### config.mk
export PLATFORM = sky130hd
export DESIGN_NAME = display_controller
export DESIGN_NICKNAME = d
export VERILOG_FILES = /design/src/include/display_pkg.sv /design/src/display_controller.sv
export VERILOG_INCLUDE_DIRS = /design/src /design/src/include
export SDC_FILE = /design/constraint.sdc
export NUM_CORES = 1
export LEC_CHECK = 0
export BUFFER_PORTS_ARGS = -buffer_cell sky130_fd_sc_hd__buf_2
export CAP_MARGIN = 5
export CORE_ASPECT_RATIO = 1.25
export CORE_MARGIN = 2
export CORE_UTILIZATION = 35
export DETAILED_ROUTE_END_ITERATION = 8
export PLACE_DENSITY = 0.46
export SKIP_CTS_REPAIR_TIMING = 1
export SYNTH_ARGS = -nofsm -noshare
export SYNTH_HDL_FRONTEND = slang
export SYNTH_SLANG_ARGS = --single-unit
### constraint.sdc
create_clock -name clk -period 5.72 [get_ports clk]
set_clock_uncertainty 0.1 [all_clocks]
set_input_delay 0.286 -clock clk [delete_from_list [all_inputs] [get_ports clk]]
set_output_delay 0.286 -clock clk [all_outputs]
set_load 0.02 [all_outputs]
### src/include/display_consts.svh
`ifndef DISPLAY_CONSTS_SVH
`define DISPLAY_CONSTS_SVH

`define CLK_FREQ_HZ          50000000
`define GRID_COUNT           11
`define SEG_WIDTH            16
`define ADDR_WIDTH           4

// Timing figures in their own units
`define RESET_TIME_US        100
`define DIGIT_TIME_US        100
`define BEEP_TIME_MS         200
`define WATCHDOG_TIME_MS     500

// Derived cycle counts, least times rounded up (all exact here)
`define RESET_CYCLES    (`RESET_TIME_US * (`CLK_FREQ_HZ / 1000000))
`define DIGIT_CYCLES    (`DIGIT_TIME_US * (`CLK_FREQ_HZ / 1000000))
`define BEEP_CYCLES     (`BEEP_TIME_MS * (`CLK_FREQ_HZ / 1000))
`define WATCHDOG_CYCLES (`WATCHDOG_TIME_MS * (`CLK_FREQ_HZ / 1000))

// Level read from a strap that is left open
`define STRAP_OPEN_PATTERN_N 1'b1
`define STRAP_OPEN_LAMP_N    1'b0

// Segment words of the two test patterns
`define PATTERN_ONE_WORD     32'haaaaaaaa
`define PATTERN_TWO_WORD     32'hf0f0f0f0

`endif

### src/include/display_pkg.sv
package display_pkg;

    typedef enum logic [1:0] {
        st_hold,
        st_fill,
        st_run
    } ctl_state_e;

    typedef enum logic [1:0] {
        pat_off,
        pat_on,
        pat_one,
        pat_two
    } init_pattern_e;

endpackage

### src/display_controller.sv
`timescale 1ns/1ps
// Contract
// - At power-up display memory is filled from the straps: 1/1 off, 1/0 on, 0/1 pattern one, 0/0 pattern two.
// - An open test strap reads as one and an open lamp strap as zero, so every segment lights.
// - Either test pattern also sounds the beeper without any host command.
// - The controller clock is a square wave at half the host bus clock.
// - The active-high controller reset falls after the reset interval and its active-low twin is then high.
// - Hold-off is high during reset and falls only after reset has fallen; while high the host is held off.
// - Eleven grids numbered 10 down to 0 left to right; a driven grid enables its digit, an idle one disables it.
// - A segment lights only while its anode and its digit's grid are both driven.
// - A watchdog reset exists and is disabled while its test input is held low.
`include "display_consts.svh"

module display_controller
    import display_pkg::*;
#(
    parameter int GRID_COUNT      = `GRID_COUNT,
    parameter int SEG_W           = `SEG_WIDTH,
    parameter int RESET_CYCLES    = `RESET_CYCLES,
    parameter int DIGIT_CYCLES    = `DIGIT_CYCLES,
    parameter int BEEP_CYCLES     = `BEEP_CYCLES,
    parameter int WATCHDOG_CYCLES = `WATCHDOG_CYCLES
) (
    input  wire logic             clk,
    input  wire logic             reset,
    input  wire logic             clk_en,
    input  wire logic             host_bus_clock,
    input  wire logic             pattern_select_strap_n,
    input  wire logic             lamp_pattern_strap_n,
    input  wire logic             pattern_strap_present,
    input  wire logic             lamp_strap_present,
    input  wire logic             watchdog_test_n,
    input  wire logic             host_command_data,
    input  wire logic             host_command_clock,
    output logic                  controller_clock,
    output logic                  controller_reset,
    output logic                  controller_reset_n,
    output logic                  controller_hold_off,
    output logic [GRID_COUNT-1:0] grid,
    output logic [SEG_W-1:0]      anode,
    output logic                  beeper
);
    localparam int CNT_W = 26;
    localparam int ADDR_W = `ADDR_WIDTH;
    localparam int CMD_W = ADDR_W + SEG_W;
    localparam logic [31:0] PAT1 = `PATTERN_ONE_WORD;
    localparam logic [31:0] PAT2 = `PATTERN_TWO_WORD;

    ////////////////////////////////////////////////////////////////////////
    ctl_state_e             state_ff, nxt_state;
    init_pattern_e          pat_ff;
    logic [CNT_W-1:0]       rst_cnt_ff, beep_cnt_ff, wdog_cnt_ff, scan_cnt_ff;
    logic [ADDR_W-1:0]      fill_idx_ff, digit_ff;
    logic [SEG_W-1:0]       mem_ff [GRID_COUNT];
    logic                   creset_ff, creset_n_ff, hold_off_ff;
    logic                   cclk_ff, prev_bus_ff, prev_sclk_ff, beeper_ff;
    logic [CMD_W-1:0]       shift_ff;
    logic [4:0]             bit_cnt_ff;
    logic [CMD_W-1:0]       buf_ff [2];
    logic                   wr_ptr_ff, rd_ptr_ff;
    logic [1:0]             buf_cnt_ff;
    logic [GRID_COUNT-1:0]  grid_ff, nxt_grid;
    logic [SEG_W-1:0]       anode_ff;

    function automatic init_pattern_e decode_straps(logic test_n,
                                                    logic lamp_n);
        case ({test_n, lamp_n})
            2'b11:   return pat_off;
            2'b10:   return pat_on;
            2'b01:   return pat_one;
            default: return pat_two;
        endcase
    endfunction

    function automatic logic [SEG_W-1:0] fill_word(init_pattern_e p,
                                                   logic [ADDR_W-1:0] d);
        case (p)
            pat_off: return '0;
            pat_on:  return '1;
            pat_one: return d[0] ? ~PAT1[SEG_W-1:0] : PAT1[SEG_W-1:0];
            default: return d[0] ? ~PAT2[SEG_W-1:0] : PAT2[SEG_W-1:0];
        endcase
    endfunction

    ////////////////////////////////////////////////////////////////////////
    // Strap decode and sequencing
    wire logic eff_test_n = pattern_strap_present ? pattern_select_strap_n
                                                  : `STRAP_OPEN_PATTERN_N;
    wire logic eff_lamp_n = lamp_strap_present ? lamp_pattern_strap_n
                                               : `STRAP_OPEN_LAMP_N;
    wire init_pattern_e strap_pat = decode_straps(eff_test_n, eff_lamp_n);
    wire logic rst_done = rst_cnt_ff == CNT_W'(RESET_CYCLES - 1);
    wire logic fill_start = state_ff == st_hold && rst_done;
    wire logic fill_last = fill_idx_ff == ADDR_W'(GRID_COUNT - 1);
    wire logic wdog_on = watchdog_test_n;
    wire logic wdog_fire = wdog_on
                           && wdog_cnt_ff == CNT_W'(WATCHDOG_CYCLES - 1);
    wire logic test_pat = strap_pat == pat_one || strap_pat == pat_two;

    always_comb begin
        case (state_ff)
            st_hold: nxt_state = rst_done ? st_fill : st_hold;
            st_fill: nxt_state = fill_last ? st_run : st_fill;
            st_run:  nxt_state = wdog_fire ? st_hold : st_run;
            default: nxt_state = st_hold;
        endcase
    end

    always_ff @(posedge clk) begin
        if (reset) begin
            state_ff <= st_hold;
            rst_cnt_ff <= '0;
            fill_idx_ff <= '0;
            pat_ff <= pat_on;
        end else if (clk_en) begin
            state_ff <= nxt_state;
            rst_cnt_ff <= (state_ff == st_hold && !rst_done)
                          ? rst_cnt_ff + 1'b1 : '0;
            fill_idx_ff <= (state_ff == st_fill) ? fill_idx_ff + 1'b1 : '0;
            if (fill_start)
                pat_ff <= strap_pat;
        end
    end

    ////////////////////////////////////////////////////////////////////////
    // Reset outputs, hold-off and bus clock divider
    always_ff @(posedge clk) begin
        if (reset) begin
            creset_ff <= 1'b1;
            creset_n_ff <= 1'b0;
            hold_off_ff <= 1'b1;
            cclk_ff <= 1'b0;
            prev_bus_ff <= 1'b0;
        end else if (clk_en) begin
            creset_ff <= state_ff == st_hold;
            creset_n_ff <= state_ff != st_hold;
            hold_off_ff <= state_ff == st_hold || creset_ff
                           || buf_cnt_ff == 2'd2;
            prev_bus_ff <= host_bus_clock;
            if (host_bus_clock && !prev_bus_ff)
                cclk_ff <= ~cclk_ff;
        end
    end

    ////////////////////////////////////////////////////////////////////////
    // Beeper for test patterns
    always_ff @(posedge clk) begin
        if (reset) begin
            beep_cnt_ff <= '0;
            beeper_ff <= 1'b0;
        end else if (clk_en) begin
            if (fill_start && test_pat)
                beep_cnt_ff <= CNT_W'(BEEP_CYCLES);
            else if (beep_cnt_ff != '0)
                beep_cnt_ff <= beep_cnt_ff - 1'b1;
            beeper_ff <= beep_cnt_ff != '0;
        end
    end

    ////////////////////////////////////////////////////////////////////////
    // Serial command receiver
    wire logic sclk_rise = host_command_clock && !prev_sclk_ff;
    wire logic rx_bit = sclk_rise && !hold_off_ff;
    wire logic rx_done = rx_bit && bit_cnt_ff == 5'(CMD_W - 1);
    wire logic buf_in_ready = buf_cnt_ff != 2'd2;
    wire logic push = rx_done && buf_in_ready;
    wire logic pop = buf_cnt_ff != 2'd0 && state_ff == st_run;
    wire logic [CMD_W-1:0] head = buf_ff[rd_ptr_ff];
    wire logic [ADDR_W-1:0] cmd_addr = head[CMD_W-1 -: ADDR_W];
    wire logic cmd_ok = cmd_addr < ADDR_W'(GRID_COUNT);

    always_ff @(posedge clk) begin
        if (reset) begin
            prev_sclk_ff <= 1'b0;
            shift_ff <= '0;
            bit_cnt_ff <= '0;
        end else if (clk_en) begin
            prev_sclk_ff <= host_command_clock;
            if (hold_off_ff)
                bit_cnt_ff <= '0;
            else if (rx_bit) begin
                shift_ff <= {shift_ff[CMD_W-2:0], host_command_data};
                bit_cnt_ff <= rx_done ? 5'd0 : bit_cnt_ff + 1'b1;
            end
        end
    end

    // Two-entry buffer; full raises hold-off to stall the host
    always_ff @(posedge clk) begin
        if (reset) begin
            wr_ptr_ff <= 1'b0;
            rd_ptr_ff <= 1'b0;
            buf_cnt_ff <= 2'd0;
        end else if (clk_en) begin
            if (push) begin
                buf_ff[wr_ptr_ff] <= {shift_ff[CMD_W-2:0], host_command_data};
                wr_ptr_ff <= ~wr_ptr_ff;
            end
            if (pop)
                rd_ptr_ff <= ~rd_ptr_ff;
            if (push && !pop)
                buf_cnt_ff <= buf_cnt_ff + 2'd1;
            else if (pop && !push)
                buf_cnt_ff <= buf_cnt_ff - 2'd1;
        end
    end

    // Watchdog restarts on every received command
    always_ff @(posedge clk) begin
        if (reset)
            wdog_cnt_ff <= '0;
        else if (clk_en) begin
            if (!wdog_on || push || state_ff != st_run)
                wdog_cnt_ff <= '0;
            else
                wdog_cnt_ff <= wdog_cnt_ff + 1'b1;
        end
    end

    ////////////////////////////////////////////////////////////////////////
    // Display memory
    always_ff @(posedge clk) begin
        if (clk_en) begin
            if (state_ff == st_fill)
                mem_ff[fill_idx_ff] <= fill_word(pat_ff, fill_idx_ff);
            else if (pop && cmd_ok)
                mem_ff[cmd_addr] <= head[SEG_W-1:0];
        end
    end

    ////////////////////////////////////////////////////////////////////////
    // Grid scan
    wire logic scanning = state_ff == st_run;
    wire logic slot_end = scan_cnt_ff == CNT_W'(DIGIT_CYCLES - 1);
    wire logic [ADDR_W-1:0] nxt_digit =
        (digit_ff == ADDR_W'(GRID_COUNT - 1)) ? '0 : digit_ff + 1'b1;

    for (genvar g = 0; g < GRID_COUNT; g++) begin : g_grid
        assign nxt_grid[g] = scanning && nxt_digit == ADDR_W'(g);
    end

    always_ff @(posedge clk) begin
        if (reset) begin
            scan_cnt_ff <= '0;
            digit_ff <= '0;
            grid_ff <= '0;
            anode_ff <= '0;
        end else if (clk_en) begin
            scan_cnt_ff <= (slot_end || !scanning) ? '0 : scan_cnt_ff + 1'b1;
            if (!scanning) begin
                grid_ff <= '0;
                anode_ff <= '0;
            end else if (slot_end) begin
                digit_ff <= nxt_digit;
                grid_ff <= nxt_grid;
                anode_ff <= mem_ff[nxt_digit];
            end
        end
    end

    assign controller_clock = cclk_ff;
    assign controller_reset = creset_ff;
    assign controller_reset_n = creset_n_ff;
    assign controller_hold_off = hold_off_ff;
    assign grid = grid_ff;
    assign anode = anode_ff;
    assign beeper = beeper_ff;
endmodule // display_controller

# After elaboration in Yosys (flattened, before gate mapping)
# Memory sizes are Yosys's and may differ from the RTL's. A register that Yosys moved wholly into a read port is not among the register bits.
# Index checks and enable logic that the tools add are counted.
# Widths: inputs -> output; s select.
dict set report op_classes {
  reduce_logical 58
  n_eq_ne 29
  n_addsub 9
  bitwise 4
  mux 44
  magnitude_cmp 1
}
# operator n
set op_table {}
lappend op_table {{$mux 26} 5}
lappend op_table {{$mux 16} 7}
lappend op_table {{$add 26x1->26 const B} 3}
lappend op_table {{$eq 26x13->1 const B} 2}
lappend op_table {{$pmux 16 s3} 1}
lappend op_table {{$eq 26x25->1 const B} 1}
lappend op_table {{$reduce_bool 26->1} 1}
lappend op_table {{$sub 26x1->26 const B} 1}
lappend op_table {{$logic_and 1x1->1} 24}
lappend op_table {{$mux 11} 2}
lappend op_table {{$eq 4x4->1 const B} 5}
lappend op_table {{$mux 1} 17}
lappend op_table {{$eq 4x3->1 const B} 4}
lappend op_table {{$reduce_and 2->1} 8}
lappend op_table {{$reduce_or 16->1} 1}
lappend op_table {{$mux 5} 3}
lappend op_table {{$eq 2x2->1 const B} 7}
lappend op_table {{$mux 4} 3}
lappend op_table {{$pmux 2 s3} 2}
lappend op_table {{$reduce_bool 2->1} 5}
lappend op_table {{$add 4x1->4 const B} 2}
lappend op_table {{$eq 4x2->1 const B} 2}
lappend op_table {{$logic_not 1->1} 8}
lappend op_table {{$mux 2} 4}
lappend op_table {{other kinds (14)} 27}
dict set report word_totals {
  reg_bits 178
  output_inout_bits 32
  word_cells 169
  input_bits 11
  n_memories 2
  ramBits 216
}
# memory words word_bits read_ports rd_clocked_by_memory_dff wr line_no
set mem_list {}
lappend mem_list {mem_ff 11 16 1 0 1 display_controller.sv:54} ;# logic [SEG_W-1:0] mem_ff [GRID_COUNT];
lappend mem_list {buf_ff 2 20 1 1 1 display_controller.sv:59} ;# logic [CMD_W-1:0] buf_ff [2];

# Longest topological paths before layout
dict set report logic_depth {
  ltp_word 9
  depth_mapped 10
  mapped_depth_nobuf 9
}

# Worst setup path after synthesis
# Ideal clock, no wire load.
dict set report synth_timing {
  path_kind {in2reg}
  from {input clk_en}
  to {memory buf_ff[1][0] (netlist bit), enable pin}
  path_buffers 3
  setup_ps 427
  required_time_ps 5193
  path_slack_ps 2326
  cell_stages 5
  arrival_ps 2867
  cell_sequence {clkbuf_1 clkbuf_1 buf_1 nand2_1 nor3b_1}
}
dict set report synth_via {
  elab_chain_cells 3
}
# element line_no
set synth_rtl {}
lappend synth_rtl {{start, declared} display_controller.sv:26} ;# input wire logic clk_en,
lappend synth_rtl {{$mux 1} display_controller.sv:194} ;# end else if (clk_en) begin
lappend synth_rtl {{$mux 1} display_controller.sv:190} ;# if (reset) begin
lappend synth_rtl {{$mux 1 (not written as such)} display_controller.sv:196} ;# buf_ff[wr_ptr_ff] <= {shift_ff[CMD_W-2:0], host_command_data};
lappend synth_rtl {{end, declared} display_controller.sv:59}
# No other way between the ends.

# Final worst setup path
dict set report layout_timing {
  from {register digit_ff[3]}
  to {register grid_ff[9], in the netlist grid[9]}
}
dict set report layout_via {
  elab_chain_cells 6
  elab_cells_between_ends 7
  classes_between {1 x add/sub; 2 x eq/ne; 3 x mux; 1 x reduce/logical}
}
# element line_no
set layout_rtl {}
lappend layout_rtl {{start, declared} display_controller.sv:53} ;# logic [ADDR_W-1:0] fill_idx_ff, digit_ff;
lappend layout_rtl {{start signal, assigned} display_controller.sv:254} ;# digit_ff <= nxt_digit;
lappend layout_rtl {{$add 4x1->4 / $eq 4x4->1 (equally long branches)} display_controller.sv:236} ;# (digit_ff == ADDR_W'(GRID_COUNT - 1)) ? '0 : digit_ff + 1'b1;
lappend layout_rtl {{$mux 4 *} display_controller.sv:236}
lappend layout_rtl {{$eq 4x4->1 *} display_controller.sv:239} ;# assign nxt_grid[g] = scanning && nxt_digit == ADDR_W'(g);
lappend layout_rtl {{$logic_and 1x1->1 *} display_controller.sv:239}
lappend layout_rtl {{$mux 11 *} display_controller.sv:253} ;# end else if (slot_end) begin
lappend layout_rtl {{$mux 11 *} display_controller.sv:250} ;# if (!scanning) begin
lappend layout_rtl {{end signal, assigned} display_controller.sv:255} ;# grid_ff <= nxt_grid;
lappend layout_rtl {{end, declared} display_controller.sv:62} ;# logic [GRID_COUNT-1:0] grid_ff, nxt_grid;
# Every way passes the cells marked *; elsewhere a longest branch is shown, timed or not. The select of a mux whose other input is x is not followed.
# A chain may end at the register's enable or synchronous reset.

==> results.txt <==
The flow ran to the end, and the final reports show no timing, DRC or antenna violations. CTS saw 395 sinks. The number of setup violations in the final report is 0, and the count of routing violations after the opening detailed-route iteration is 514. The estimated wirelength of the detail-placed design is 25800 µm, and the filler cell count is 4633.

The number of ports placed on the die boundary is 43. The remaining max-slew budget at the tightest pin is 18.3%, and the count of non-filler cells in the finished layout is 2223. Counting flops with an async set or reset pin after synthesis yields a share of 0%.

The run gives 11100 as the number of global-route vias before repair. The number of endpoints with negative hold slack in the final report was 0; the number of pins exceeding their max-slew limit in the final report was 0. The met1 capacity usage during global routing is 21.0%. CTS built an H-tree with a depth of 2. The DRC violation count after routing came out at 0.

Timing would allow up to 301 MHz. The number of nets with antenna violations after detailed routing was 0; the net count after synthesis was 1536. The layer with the highest usage is met2.

The run gives 4 as the count of TritonRoute iterations in the first routing pass. The die is 248 µm tall. The initial antenna violation count came out at 1.

The die covers 0.0493 mm². Startpoint type of the worst setup path: a flop. The clock transition time at the flip-flop clock pins of the worst setup and hold paths is 0.06 ns.

Dividing total power by cell area gives a power density of 340 mW/mm². For this run the aggregate overflow at the end of global routing stands at 0. The biggest area contributor in the post-synthesis netlist is edfxtp_1. For this run, global-route usage on met3 was measured as 3.30%. The summed negative setup slack over all endpoints came out at 0 ns. The detail-routed via count per cell works out to 5.11. TritonCTS built the clock tree.

By startpoint and endpoint, the worst setup path is classified as flop to flop. The number of warnings issued by yosys came out at 0. Setup repair after global routing left no endpoint under its margin.

In the global route stage, met2 resource usage came out at 29.9%. Once the floorplan was initialized, standard cells occupied 35.3% of the core. The growth of design area from synthesis to finish is 13.6%, and the first-pass GRT wire length is 64300 µm. The static leakage is 0.00614 µW, and the number of enable flip-flop cells after synthesis is 216. The required time of the critical path came out at 6.11 ns. Clock tree synthesis selected as its root buffer the cell clkbuf_16. For the maximum buffer depth of the clock tree, the log shows 3. The share of the Yosys chip area taken by registers is 60.5%. Leaving out fill and tap cells, the most frequent cell in the layout is edfxtp_1. In this run, synthesis produced a sequential element count of 395. At the pin with the least slew margin, the transition time is 1.23 ns. By area the synthesized netlist is led by edfxtp_1, dfxtp_1, nor2_1. STA puts the critical path data arrival time at 3.71 ns.

The post-route minimum period is 3.32 ns. The type of element capturing the critical path is a flop. The maximum resistive drop on vdd was 0.000201 V; the max-cap check violation count was 0.

In this run the worst path has a maximum fanout of 19. In the synthesized netlist the dominant register cell turns out to be edfxtp_1. The region available for standard cell placement spans 0.0471 mm². Of the cells placed in the final design, the portion with a size suffix greater than 1 is 10.3%.

The cell area that synthesis handed to floorplanning was 0.0166 mm². The number of antenna diodes was 0. The final route contains 11300 vias.

Die outline width: 199 µm. The mean cell area of the mapped netlist was 11.0 µm². Path category of the worst min-delay check: input port to flop. After detailed routing, the average wire length per cell comes to 18.4 µm.

Counting the buffers created by CTS gives 42. Entering global routing, the biggest net connects 65 pins. After floorplanning, the core was divided into 89 placement rows. The library cells used most frequently in the layout, excluding fill and tap cells, are edfxtp_1, nor2_1, dfxtp_1. The count of buffers inserted at the top-level ports was 42. The area share of the largest cell type after synthesis is 39.0%.

The number of cells after detailed placement was 2139; the post-synthesis cell count was 1517. The run gives 67 as the post-synthesis cell type count. The worst path uses 58.1% of the clock period.

The final layout contains routed wiring with a total length of 41000 µm. The final layout contains 1571 nets. For the weighted congestion reported at the end of routability-driven placement, the log shows 0.749.

Global routing consumed, over all layers together, 17.0% of the routing resources. Source-to-sink clock delay at the later pin of the worst-skew pair: 0.57 ns.
==> area by class of cell <==
cell class,count,area [µm²],share of cell area [%]
inverters,13,48.8,0.258
flip-flops and latches,395,10100,53.3
multi-input cells,1026,6210,32.9
well taps,637,797,4.22
repair buffers,74,465,2.46
clock buffers,59,1110,5.90
clock inverters,19,183,0.967
==> synthesized netlist by cell type, types with 9 or more instances <==
cell type / instances
a211oi_1: 14
o21ai_0: 72
edfxtp_1: 216
mux2i_1: 26
buf_2: 10
nor2_1: 189
and4_1: 13
a32o_1: 9
a22oi_1: 11
buf_1: 10
nor4_1: 18
a21oi_1: 106
dfxtp_1: 179
clkbuf_1: 62
inv_1: 12
xnor2_1: 39
nand3_1: 39
nand2b_1: 21
xor2_1: 60
nand2_1: 152
o22ai_1: 16
mux2_2: 11
a32oi_1: 9
and3_1: 11
nand4_1: 30
a31oi_1: 18
nor3_1: 22
nor2b_1: 26
==> stage by stage <==
| step | cell area, µm² | setup WS (ns) | hold slack [ns] | utilization, % | total power, µW |
|---|---|---|---|---|---|
| floorplan | 16600 | 2.33 | 0.285 | - | 3720 |
| global placement | 17500 | 2.43 | 0.333 | 37.2 | 3850 |
| detailed placement | 17500 | 2.29 | 0.338 | 37.2 | 3850 |
| CTS | 18800 | 2.28 | -0.197 | 40.0 | 6520 |
| global route | 18900 | 2.06 | 0.142 | 40.1 | 6710 |
| finish | 18900 | 2.40 | 0.104 | 40.1 | 6420 |
==> flip-flops by register name, indices dropped and copies added, names as in the netlist, 2 cells and up, named ones only <==
register and cells:
rst_cnt_ff 26, beep_cnt_ff 26, digit_ff 4, wdog_cnt_ff 26
mem_ff 176, bit_cnt_ff 5, shift_ff 19, fill_idx_ff 4
buf_ff 40, buf_cnt_ff 2, state_ff 2, grid 11
pat_ff 2, anode 16, scan_cnt_ff 26
==> path summary, 6_finish.rpt <==
path	startpoint	to	slack (ns)	cells past startpoint
max	digit_ff[3]$_SDFFE_PP0P_	grid[9]$_SDFFE_PP0P_	2.40	5
min	watchdog_test_n	state_ff[1]$_SDFFE_PP0P_	0.10	4
max reg2reg	digit_ff[3]$_SDFFE_PP0P_	grid[9]$_SDFFE_PP0P_	2.40	5
min reg2reg	grid[0]$_SDFFE_PP0P_	grid[0]$_SDFFE_PP0P_	0.35	2
==> kinds of logic after synthesis <==
logic type                 synth area share (%)
and+or+nand+nor                            17.0
DFF                                        60.5
AOI/OAI and AO/OA                          11.0
xor gates and xnor gates                   5.21
buffers and inverters                      2.26
muxes                                      3.39
adders and majority gates                 0.602
==> where the power goes <==
group	internal, µW	switching [µW]	total, µW	leakage, µW
Sequential	3040	79.1	3120	0.00336
Clock	1500	1130	2630	0.000635
Combinational	273	404	677	0.00215
Total	4810	1610	6420	0.00614
==> layer usage <==
| layer | vias to the layer above | wire (µm) |
|---|---|---|
| li1 | 5598 | - |
| met1 | 5515 | 18200 |
| met2 | 164 | 20400 |
| met3 | 70 | 1470 |
| met4 | 2 | 919 |
| met5 | - | 13 |
==> worst max-delay path, stage by stage, from the launching register on <==
cell and delay (ns):
dfxtp_1 0.77, nor2b_1 0.90, a21o_1 0.14, a22o_1 0.83, nand3_1 0.25, o31ai_1 0.24
Note: power is estimated with default switching activity, not from simulation.
